File: config.mk
export PLATFORM = sky130hd
export DESIGN_NAME = sdisq_top
export DESIGN_NICKNAME = d
export VERILOG_FILES = /design/src/rtl/sdisq_pkg.sv /design/src/rtl/sdisq_seq.sv /design/src/rtl/sdisq_top.sv
export SDC_FILE = /design/constraint.sdc
export NUM_CORES = 1
export LEC_CHECK = 0
export CORE_UTILIZATION = 55
export DETAILED_ROUTE_END_ITERATION = 10
export DONT_BUFFER_PORTS = 1
export GPL_TIMING_DRIVEN = 0
export PLACE_DENSITY = 0.7
export SLEW_MARGIN = 20
export SYNTH_ARGS = -nofsm -noshare
export SYNTH_HDL_FRONTEND = slang
export SYNTH_SLANG_ARGS = --single-unit
File: constraint.sdc
create_clock -name core_clk -period 2.9 [get_ports core_clk]
set_input_delay 0.87 -clock core_clk [delete_from_list [all_inputs] [get_ports core_clk]]
set_output_delay 0.87 -clock core_clk [all_outputs]
set_load 0.01 [all_outputs]
File: src/rtl/sdisq_pkg.sv
/*
 package of constants for the serial transceiver sequence controller.
 assumes a single 100 MHz core_clk that also stands for the reconfiguration-port clock.
*/
// Behaviour
// - separate rx and tx sequencers, each running independently of the other
// - sequence on power-up, on reset inputs and on a video standard change while idle
// - a reset-done or access phase that times out is retried several times, then failure is signalled
// - tx waits for reset-done to fall then rise again within a timeout
// - done high while idle, low from sequence start to its end
// - success raises done; failure keeps done low and raises fail
// - fail code is meaningful only while fail is high
// - reset-done timeout after starting a reset gives code 0
// - arbiter grants the shared reconfiguration port to one sequencer at a time
// - no grant within timeout ends sequence with code 1
// - access without completion is retried, then fails with code 2
// - unsupported pll output divider request fails with code 3
// - after failure only a full reset request is honoured
// - full reset attempts complete reset; if it fails fail stays high
// - fixed clock frequency parameter, default 27000000 hz, times the rate measure
// - fail code three bits; status outputs on the reconfiguration clock
package sdisq_pkg;
   localparam int unsigned CODE_W           = 3;
   localparam logic [2:0]  CODE_RST_TIMEOUT = 3'h0;
   localparam logic [2:0]  CODE_GNT_TIMEOUT = 3'h1;
   localparam logic [2:0]  CODE_ACC_TIMEOUT = 3'h2;
   localparam logic [2:0]  CODE_BAD_DIV     = 3'h3;
   localparam int unsigned MODE_W           = 3;
   localparam int unsigned DIV_W            = 3;
   localparam logic [2:0]  DIV_MAX_OK       = 3'h4;
   localparam int unsigned RETRIES          = 3;
   localparam int unsigned RETRY_W          = 2;
   localparam int unsigned RESET_PULSE_NS   = 100;
   localparam int unsigned RESET_TIMEOUT_NS = 1000000;
   localparam int unsigned GNT_TIMEOUT_NS   = 10000;
   localparam int unsigned ACC_TIMEOUT_NS   = 1000;
   localparam int unsigned CLK_PERIOD_NS    = 10;
   localparam int unsigned TMR_W            = 24;
   localparam int unsigned FIXED_CLOCK_HZ   = 27000000;
   localparam logic [23:0] TMR_ZERO         = 24'h00_0000;
endpackage : sdisq_pkg

File: src/rtl/sdisq_seq.sv
/*
 one transceiver half sequencer: reset, wait reset-done, optional divider
 write over the shared reconfiguration port, done/fail status.
 assumes the arbiter grant and access completion arrive on core_clk.
*/
`timescale 1ns/100ps
`default_nettype none
module sdisq_seq #(
   parameter int unsigned RECONFIG_CLK_PERIOD_NS = sdisq_pkg::CLK_PERIOD_NS,
   parameter int unsigned RESET_PULSE_CYC        = 10,
   parameter int unsigned RESET_TIMEOUT_CYC      = 100000,
   parameter int unsigned GNT_TIMEOUT_CYC        = 1000,
   parameter int unsigned ACC_TIMEOUT_CYC        = 100
) (
   input  wire logic                          core_clk,
   input  wire logic                          rst,
   input  wire logic                          full_reset,
   input  wire logic                          mode_change,
   input  wire logic [sdisq_pkg::DIV_W-1:0]   pll_divider,
   input  wire logic                          reset_done,
   input  wire logic                          port_grant,
   input  wire logic                          reconfig_access_complete,
   output logic                               xcvr_reset,
   output logic                               port_request,
   output logic                               port_access,
   output logic [sdisq_pkg::DIV_W-1:0]        port_wdata,
   output logic                               change_done,
   output logic                               change_fail,
   output logic [sdisq_pkg::CODE_W-1:0]       change_fail_code
);
   typedef enum logic [2:0] {
      S_IDLE, S_RESET, S_RDONE_LOW, S_RDONE_HIGH, S_REQ, S_ACC, S_FAILED
   } sdisq_state_e;

   localparam logic [23:0] PULSE_C = 24'(RESET_PULSE_CYC);
   localparam logic [23:0] RTO_C   = 24'(RESET_TIMEOUT_CYC);
   localparam logic [23:0] GTO_C   = 24'(GNT_TIMEOUT_CYC);
   localparam logic [23:0] ATO_C   = 24'(ACC_TIMEOUT_CYC);
   localparam logic [1:0]  RETRY_C = 2'(sdisq_pkg::RETRIES);

   sdisq_state_e                    state_q, state_d;
   logic [sdisq_pkg::TMR_W-1:0]     tmr_q, tmr_d;
   logic [sdisq_pkg::RETRY_W-1:0]   try_q, try_d;
   logic                            chg_q, chg_d;
   logic [sdisq_pkg::DIV_W-1:0]     div_q, div_d;
   logic                            rst_o_q, rst_o_d, req_q, req_d, acc_q, acc_d;
   logic                            done_q, done_d, fail_q, fail_d;
   logic [sdisq_pkg::CODE_W-1:0]    code_q, code_d;

   always_comb begin
      state_d = state_q;
      tmr_d   = tmr_q + 24'h00_0001;
      try_d   = try_q;
      chg_d   = chg_q;
      div_d   = div_q;
      rst_o_d = 1'b0;
      req_d   = req_q;
      acc_d   = 1'b0;
      done_d  = done_q;
      fail_d  = fail_q;
      code_d  = code_q;
      unique case (state_q)
         S_IDLE: begin
            if (full_reset) begin
               state_d = S_RESET;
               chg_d   = 1'b0;
               try_d   = '0;
               tmr_d   = sdisq_pkg::TMR_ZERO;
               done_d  = 1'b0;
            end else if (mode_change) begin
               state_d = S_RESET;
               chg_d   = 1'b1;
               div_d   = pll_divider;
               try_d   = '0;
               tmr_d   = sdisq_pkg::TMR_ZERO;
               done_d  = 1'b0;
            end
         end
         S_RESET: begin
            rst_o_d = 1'b1;
            code_d  = sdisq_pkg::CODE_RST_TIMEOUT;
            if (tmr_q >= PULSE_C) begin
               rst_o_d = 1'b0;
               state_d = S_RDONE_LOW;
               tmr_d   = sdisq_pkg::TMR_ZERO;
            end
         end
         S_RDONE_LOW, S_RDONE_HIGH: begin
            if (state_q == S_RDONE_LOW && !reset_done) begin
               state_d = S_RDONE_HIGH;
            end else if (state_q == S_RDONE_HIGH && reset_done) begin
               tmr_d = sdisq_pkg::TMR_ZERO;
               try_d = '0;
               if (!chg_q) begin
                  state_d = S_IDLE;
                  done_d  = 1'b1;
                  fail_d  = 1'b0;
               end else if (div_q > sdisq_pkg::DIV_MAX_OK) begin
                  state_d = S_FAILED;
                  code_d  = sdisq_pkg::CODE_BAD_DIV;
                  fail_d  = 1'b1;
               end else begin
                  state_d = S_REQ;
                  req_d   = 1'b1;
               end
            end
            if (tmr_q >= RTO_C) begin
               tmr_d = sdisq_pkg::TMR_ZERO;
               if (try_q == RETRY_C) begin
                  state_d = S_FAILED;
                  code_d  = sdisq_pkg::CODE_RST_TIMEOUT;
                  fail_d  = 1'b1;
               end else begin
                  state_d = S_RESET;
                  try_d   = try_q + 2'h1;
               end
            end
         end
         S_REQ: begin
            if (port_grant) begin
               state_d = S_ACC;
               acc_d   = 1'b1;
               tmr_d   = sdisq_pkg::TMR_ZERO;
            end else if (tmr_q >= GTO_C) begin
               state_d = S_FAILED;
               req_d   = 1'b0;
               code_d  = sdisq_pkg::CODE_GNT_TIMEOUT;
               fail_d  = 1'b1;
            end
         end
         S_ACC: begin
            if (reconfig_access_complete) begin
               state_d = S_IDLE;
               req_d   = 1'b0;
               done_d  = 1'b1;
            end else if (tmr_q >= ATO_C) begin
               tmr_d = sdisq_pkg::TMR_ZERO;
               if (try_q == RETRY_C) begin
                  state_d = S_FAILED;
                  req_d   = 1'b0;
                  code_d  = sdisq_pkg::CODE_ACC_TIMEOUT;
                  fail_d  = 1'b1;
               end else begin
                  acc_d = 1'b1;
                  try_d = try_q + 2'h1;
               end
            end
         end
         S_FAILED: begin
            if (full_reset) begin
               state_d = S_RESET;
               chg_d   = 1'b0;
               try_d   = '0;
               tmr_d   = sdisq_pkg::TMR_ZERO;
            end
         end
      endcase
   end

   always_ff @(posedge core_clk) begin
      if (rst) begin
         state_q <= S_RESET;
         tmr_q   <= sdisq_pkg::TMR_ZERO;
         try_q   <= '0;
         chg_q   <= 1'b0;
         div_q   <= '0;
         rst_o_q <= 1'b0;
         req_q   <= 1'b0;
         acc_q   <= 1'b0;
         done_q  <= 1'b0;
         fail_q  <= 1'b0;
         code_q  <= sdisq_pkg::CODE_RST_TIMEOUT;
      end else begin
         state_q <= state_d;
         tmr_q   <= tmr_d;
         try_q   <= try_d;
         chg_q   <= chg_d;
         div_q   <= div_d;
         rst_o_q <= rst_o_d;
         req_q   <= req_d;
         acc_q   <= acc_d;
         done_q  <= done_d;
         fail_q  <= fail_d;
         code_q  <= code_d;
      end
   end

   assign xcvr_reset       = rst_o_q;
   assign port_request     = req_q;
   assign port_access      = acc_q;
   assign port_wdata       = div_q;
   assign change_done      = done_q;
   assign change_fail      = fail_q;
   assign change_fail_code = code_q;
endmodule : sdisq_seq
`default_nettype wire

File: src/rtl/sdisq_top.sv
/*
 rx and tx sequencers plus the reconfiguration port arbiter.
 assumes transceiver status inputs synchronous to core_clk.
*/
`timescale 1ns/100ps
`default_nettype none
module sdisq_top #(
   parameter int unsigned RECONFIG_CLK_PERIOD_NS   = sdisq_pkg::CLK_PERIOD_NS,
   parameter int unsigned FIXED_CLOCK_FREQUENCY_HZ = sdisq_pkg::FIXED_CLOCK_HZ,
   parameter int unsigned RESET_TIMEOUT_CYC        =
      sdisq_pkg::RESET_TIMEOUT_NS / RECONFIG_CLK_PERIOD_NS
) (
   input  wire logic                          core_clk,
   input  wire logic                          rst,
   input  wire logic                          rx_full_reset,
   input  wire logic                          rx_mode_change,
   input  wire logic [sdisq_pkg::DIV_W-1:0]   rx_pll_divider,
   input  wire logic                          rx_reset_done,
   input  wire logic                          tx_full_reset,
   input  wire logic                          tx_mode_change,
   input  wire logic [sdisq_pkg::DIV_W-1:0]   tx_pll_divider,
   input  wire logic                          tx_reset_done,
   input  wire logic                          reconfig_access_complete,
   input  wire logic                          rx_recovered_tick,
   output logic                               rx_xcvr_reset,
   output logic                               tx_xcvr_reset,
   output logic                               port_access,
   output logic                               port_sel_tx,
   output logic [sdisq_pkg::DIV_W-1:0]        port_wdata,
   output logic [23:0]                        rx_rate_count,
   output logic                               rx_change_done,
   output logic                               rx_change_fail,
   output logic [sdisq_pkg::CODE_W-1:0]       rx_change_fail_code,
   output logic                               tx_change_done,
   output logic                               tx_change_fail,
   output logic [sdisq_pkg::CODE_W-1:0]       tx_change_fail_code
);
   localparam int unsigned PULSE_CYC =
      (sdisq_pkg::RESET_PULSE_NS + RECONFIG_CLK_PERIOD_NS - 1) / RECONFIG_CLK_PERIOD_NS;
   localparam int unsigned GNT_CYC = sdisq_pkg::GNT_TIMEOUT_NS / RECONFIG_CLK_PERIOD_NS;
   localparam int unsigned ACC_CYC = sdisq_pkg::ACC_TIMEOUT_NS / RECONFIG_CLK_PERIOD_NS;
   localparam logic [23:0] WIN_C = 24'(FIXED_CLOCK_FREQUENCY_HZ / 1000);

   logic [1:0]                      req, acc, gnt;
   logic [sdisq_pkg::DIV_W-1:0]     wd [2];
   logic                            own_q, own_d, busy_q, busy_d;
   logic                            pacc_q, pacc_d;
   logic [sdisq_pkg::DIV_W-1:0]     pwd_q, pwd_d;
   logic [23:0]                     win_q, win_d, cnt_q, cnt_d, rate_q, rate_d;

   sdisq_seq #(.RECONFIG_CLK_PERIOD_NS(RECONFIG_CLK_PERIOD_NS), .RESET_PULSE_CYC(PULSE_CYC),
      .RESET_TIMEOUT_CYC(RESET_TIMEOUT_CYC), .GNT_TIMEOUT_CYC(GNT_CYC),
      .ACC_TIMEOUT_CYC(ACC_CYC)) u_rx (
      .core_clk(core_clk), .rst(rst), .full_reset(rx_full_reset),
      .mode_change(rx_mode_change), .pll_divider(rx_pll_divider),
      .reset_done(rx_reset_done), .port_grant(gnt[0]),
      .reconfig_access_complete(reconfig_access_complete && !own_q),
      .xcvr_reset(rx_xcvr_reset), .port_request(req[0]), .port_access(acc[0]),
      .port_wdata(wd[0]), .change_done(rx_change_done), .change_fail(rx_change_fail),
      .change_fail_code(rx_change_fail_code));

   sdisq_seq #(.RECONFIG_CLK_PERIOD_NS(RECONFIG_CLK_PERIOD_NS), .RESET_PULSE_CYC(PULSE_CYC),
      .RESET_TIMEOUT_CYC(RESET_TIMEOUT_CYC), .GNT_TIMEOUT_CYC(GNT_CYC),
      .ACC_TIMEOUT_CYC(ACC_CYC)) u_tx (
      .core_clk(core_clk), .rst(rst), .full_reset(tx_full_reset),
      .mode_change(tx_mode_change), .pll_divider(tx_pll_divider),
      .reset_done(tx_reset_done), .port_grant(gnt[1]),
      .reconfig_access_complete(reconfig_access_complete && own_q),
      .xcvr_reset(tx_xcvr_reset), .port_request(req[1]), .port_access(acc[1]),
      .port_wdata(wd[1]), .change_done(tx_change_done), .change_fail(tx_change_fail),
      .change_fail_code(tx_change_fail_code));

   assign gnt[0] = busy_q && !own_q;
   assign gnt[1] = busy_q && own_q;

   always_comb begin
      own_d  = own_q;
      busy_d = busy_q;
      if (busy_q && !req[own_q]) begin
         busy_d = 1'b0;
      end else if (!busy_q && (req[0] || req[1])) begin
         busy_d = 1'b1;
         own_d  = !req[0];
      end
      pacc_d = acc[own_q] && busy_q;
      pwd_d  = wd[own_q];
      win_d  = win_q + 24'h00_0001;
      cnt_d  = cnt_q + {23'h00_0000, rx_recovered_tick};
      rate_d = rate_q;
      // window of exactly WIN_C cycles; a tick on the wrap edge opens the next count
      if (win_q >= WIN_C - 24'h00_0001) begin
         win_d  = sdisq_pkg::TMR_ZERO;
         cnt_d  = {23'h00_0000, rx_recovered_tick};
         rate_d = cnt_q;
      end
   end

   always_ff @(posedge core_clk) begin
      if (rst) begin
         own_q  <= 1'b0;
         busy_q <= 1'b0;
         pacc_q <= 1'b0;
         pwd_q  <= '0;
         win_q  <= sdisq_pkg::TMR_ZERO;
         cnt_q  <= sdisq_pkg::TMR_ZERO;
         rate_q <= sdisq_pkg::TMR_ZERO;
      end else begin
         own_q  <= own_d;
         busy_q <= busy_d;
         pacc_q <= pacc_d;
         pwd_q  <= pwd_d;
         win_q  <= win_d;
         cnt_q  <= cnt_d;
         rate_q <= rate_d;
      end
   end

   assign port_access   = pacc_q;
   assign port_sel_tx   = own_q;
   assign port_wdata    = pwd_q;
   assign rx_rate_count = rate_q;
endmodule : sdisq_top
`default_nettype wire

==> reports/metrics.csv <==
stage,metric,value,unit
timing,fin_crit_sh,0.791,
die,dieArea,13900,sq um
pwr,p_sw,1800,uW
pwr,p_clk_frac,0.354,
critical_path,cp.arrival,2.65,ns
critical_path,worstPathRequired,3.25,ns
routing,drtAntennaViolNets,0,
run_status,status,finished clean,
final_layout,antenna_cells,0,
run,drv_cap,0,
cts,cts.sinks,160,
timing,final.setup.worst_slack,0.606,ns
placement,gp_congestion,0.915,
synthesis,ys_seq_area_frac,0.433,
pwr,pwr-share-seq,0.421,
routing,totalWireLength,17.5,mm
worst_hold_path,hold_path.class,flip-flop to flip-flop,
timing,setup_tns,0,ns
routing,drt_iter0_markers,491,
critical_path,critical_path_peak_fanout,10,
grt,grt_start_max_net_pins,17,
cts,clockBufferDepth,2,
timing,hold_viol,0,
cts,cts_tree,yes,
critical_path,r2r_slack,0.61,ns
worst_hold_path,hold_start,win_q[0]$_SDFF_PP0_,
die,io_pins,57,
cts,post_cts_buffers,0,
final_layout,fillers,1162,
cts,clk_pin_slew,0.06,ns
final_layout,nets,918,
placement,pre_cts_ws,0.303,ns
timing,period_needed,2.29,ns
final_layout,drive_gt1_frac,0.0599,
cts,root_buffer,clkbuf_16,
routing,via_per_inst,5.83,
synthesis,ys_types,68,
die,start_util,0.561,
critical_path,critPathKind,flip-flop to flip-flop,
grt,grt_overflow,0,
routing,first_pass_iters,5,
synthesis,synth_ff_type,dfxtp_1,
critical_path,r2r_end,cnt_q[15]$_SDFF_PP0_,
routing,post_drt_wl_per_cell,16.2,microns
routing,drc_errors,0,
critical_path,regToRegStartpoint,win_q[0]$_SDFF_PP0_,
pwr,power,5730,uW
timing,rsz0062_at_grt,no,
grt,antenna_found_initial,0,
pwr,max-vdd-ir-drop,0.000413,V
pwr,power.internal,3930,uW
grt,track_usage,0.259,
final_layout,syn2layout_area_growth,10.5,%
cts,htreeDepth,4,
placement,dp_hpwl,12.8,mm
cts,cts_buffers,17,
grt,grt_pass1_wl,28.9,mm
timing,setup_viol,0,
die,die_w,118,microns
synthesis,synth_edf_count,0,
timing,whs,0.465,ns
critical_path,end_kind,flip-flop,
placement,port_buffers,0,
critical_path,cp-startpoint,win_q[0]$_SDFF_PP0_,
timing,finalMaxSlewViolations,0,
cts,postCtsResizedCells,0,
synthesis,syn_area,7410,sq um
synthesis,async_flop_share,0,
worst_hold_path,min_path_cells,1,
timing,slew_headroom,0.412,
synthesis,ys_ff_latch,160,
pwr,p_leak,0.00282,uW
timing,fmax,0.436,GHz
synthesis,syn_inst,865,
critical_path,slowest_delay,0.33,ns
pwr,powerDensity,701,nW/um^2
critical_path,path_cells,ha_1 -> a21oi_1 -> o21bai_1 -> a211o_1 -> a41oi_1 -> buf_4 -> nand2_2 -> clkbuf_1 -> nor2_1,
cts,hold_buffers,0,
critical_path,reg2reg_depth,9,
die,fp.dieH,118,microns
routing,num_vias,6280,
die,core,13200,sq um
worst_hold_path,min_to,win_q[0]$_SDFF_PP0_,
grt,grt_pass1_vias,5972,
critical_path,slowest_stage,dfxtp_1,
synthesis,avgSynthCellArea,8.56,sq um
timing,fin_skew,0.00625,ns
pwr,power_frac_comb,0.225,
pwr,p_sw_frac,0.314,
timing,tightest_slew,0.875,ns
synthesis,yosys_warnings,0,
die,rows,42,
cts,clk_latency,0.42,ns
critical_path,worst_setup_path_start_kind,flip-flop,
## through the flow
| step | cells | util | area, sq um |
|---|---|---|---|
| after floorplan | 873 | - | 7440 |
| after global placement | 1049 | 0.580 | 7660 |
| after detailed placement | 1049 | 0.580 | 7660 |
| after CTS | 1078 | 0.620 | 8180 |
| after global routing | 1078 | 0.620 | 8180 |
| final | 1078 | 0.620 | 8180 |
## power by group through the flow
stage	clock, uW	sequential (uW)	combinational (uW)
global route	2150	2420	1430
CTS	2060	2410	1260
finish	2030	2410	1290
floorplan	0	2430	976
global placement	0	2460	1250
detailed placement	0	2460	1250
## cells in the final DEF (no fill, tap or decap), types with 9 or more instances in the layout
| cell type | count |
|---|---|
| nand3_1 | 44 |
| a21oi_1 | 30 |
| mux2i_1 | 33 |
| ha_1 | 10 |
| clkbuf_1 | 20 |
| o21ai_0 | 23 |
| xor2_1 | 52 |
| nor2_1 | 170 |
| nand4_1 | 21 |
| dfxtp_1 | 160 |
| inv_1 | 16 |
| xnor2_1 | 30 |
| nor3_1 | 25 |
| nand2b_1 | 10 |
| a211oi_1 | 9 |
| nand2_1 | 64 |
| nor2b_1 | 10 |
| and3_1 | 14 |
| clkbuf_16 | 17 |
| conb_1 | 9 |
## sequential cells by signal, indices dropped and copies added (netlist names), 2 cells and up
name                   cells
u_tx.tmr_q                24
win_q                     24
u_rx.port_wdata            3
u_tx.port_wdata            3
u_tx.change_fail_code      3
u_rx.change_fail_code      3
u_rx.tmr_q                24
u_rx.try_q                 2
u_rx.state_q               3
rx_rate_count             24
u_tx.try_q                 2
cnt_q                     24
u_tx.state_q               3
port_wdata                 3
## worst max-delay path: cells and delay by family (launching register included)
kind,cells,cell delay (ns)
buffers and inverters,2,0.55
adders and majority gates,1,0.24
DFF,1,0.33
and+or+nand+nor,2,0.32
AOI/OAI and AO/OA,4,0.79
## cells by family (layout without fill, tap and decap cells)
family,after synthesis,after routing,synth area share
simple gates,397,397,0.254
flops,160,160,0.433
compound gates,132,132,0.124
xor+xnor,82,82,0.0970
buf+inv,50,79,0.0299
mux,33,33,0.0446
fa+ha+maj,10,10,0.0169
other cells,1,9,0.000506
## routing by layer
metal  global-route usage  up-vias  wire [microns]
li1                     -     3068               -
met1                0.339     2974            8060
met2                0.421      206            8090
met3               0.0644       32            1070
met4               0.0777        0             272
met5                    0        -               0
## cell usage after synthesis, types with 19 or more instances
| master | number | area, sq um |
|---|---|---|
| nor2_1 | 170 | 638 |
| dfxtp_1 | 160 | 3200 |
| nand2_1 | 64 | 240 |
| xor2_1 | 52 | 455 |
| nand3_1 | 44 | 220 |
| mux2i_1 | 33 | 330 |
| a21oi_1 | 30 | 150 |
| xnor2_1 | 30 | 263 |
| nor3_1 | 25 | 125 |
| o21ai_0 | 23 | 115 |
| nand4_1 | 21 | 131 |
| clkbuf_1 | 19 | 71.3 |
## worst max-delay path by stage
stage | to | cells past startpoint | slack, ns
finish | cnt_q[15]$_SDFF_PP0_ | 9 | 0.61
detailed placement | cnt_q[23]$_SDFF_PP0_ | 7 | 0.30
global route | cnt_q[10]$_SDFF_PP0_ | 9 | 0.42
global placement | cnt_q[23]$_SDFF_PP0_ | 7 | 0.33
floorplan | cnt_q[23]$_SDFF_PP0_ | 7 | 0.67
CTS | cnt_q[15]$_SDFF_PP0_ | 9 | 0.59
## layout make-up
class / instances / area [sq um] / share of cell area
multi-input cells: 663 / 4010 / 0.490
clock buffers: 18 / 429 / 0.0525
flip-flops and latches: 160 / 3200 / 0.392
well taps: 176 / 220 / 0.0269
plain buffers: 33 / 158 / 0.0193
inverters: 17 / 63.8 / 0.00780
clock inverters: 11 / 95.1 / 0.0116
(Power assumes the default switching activity.)
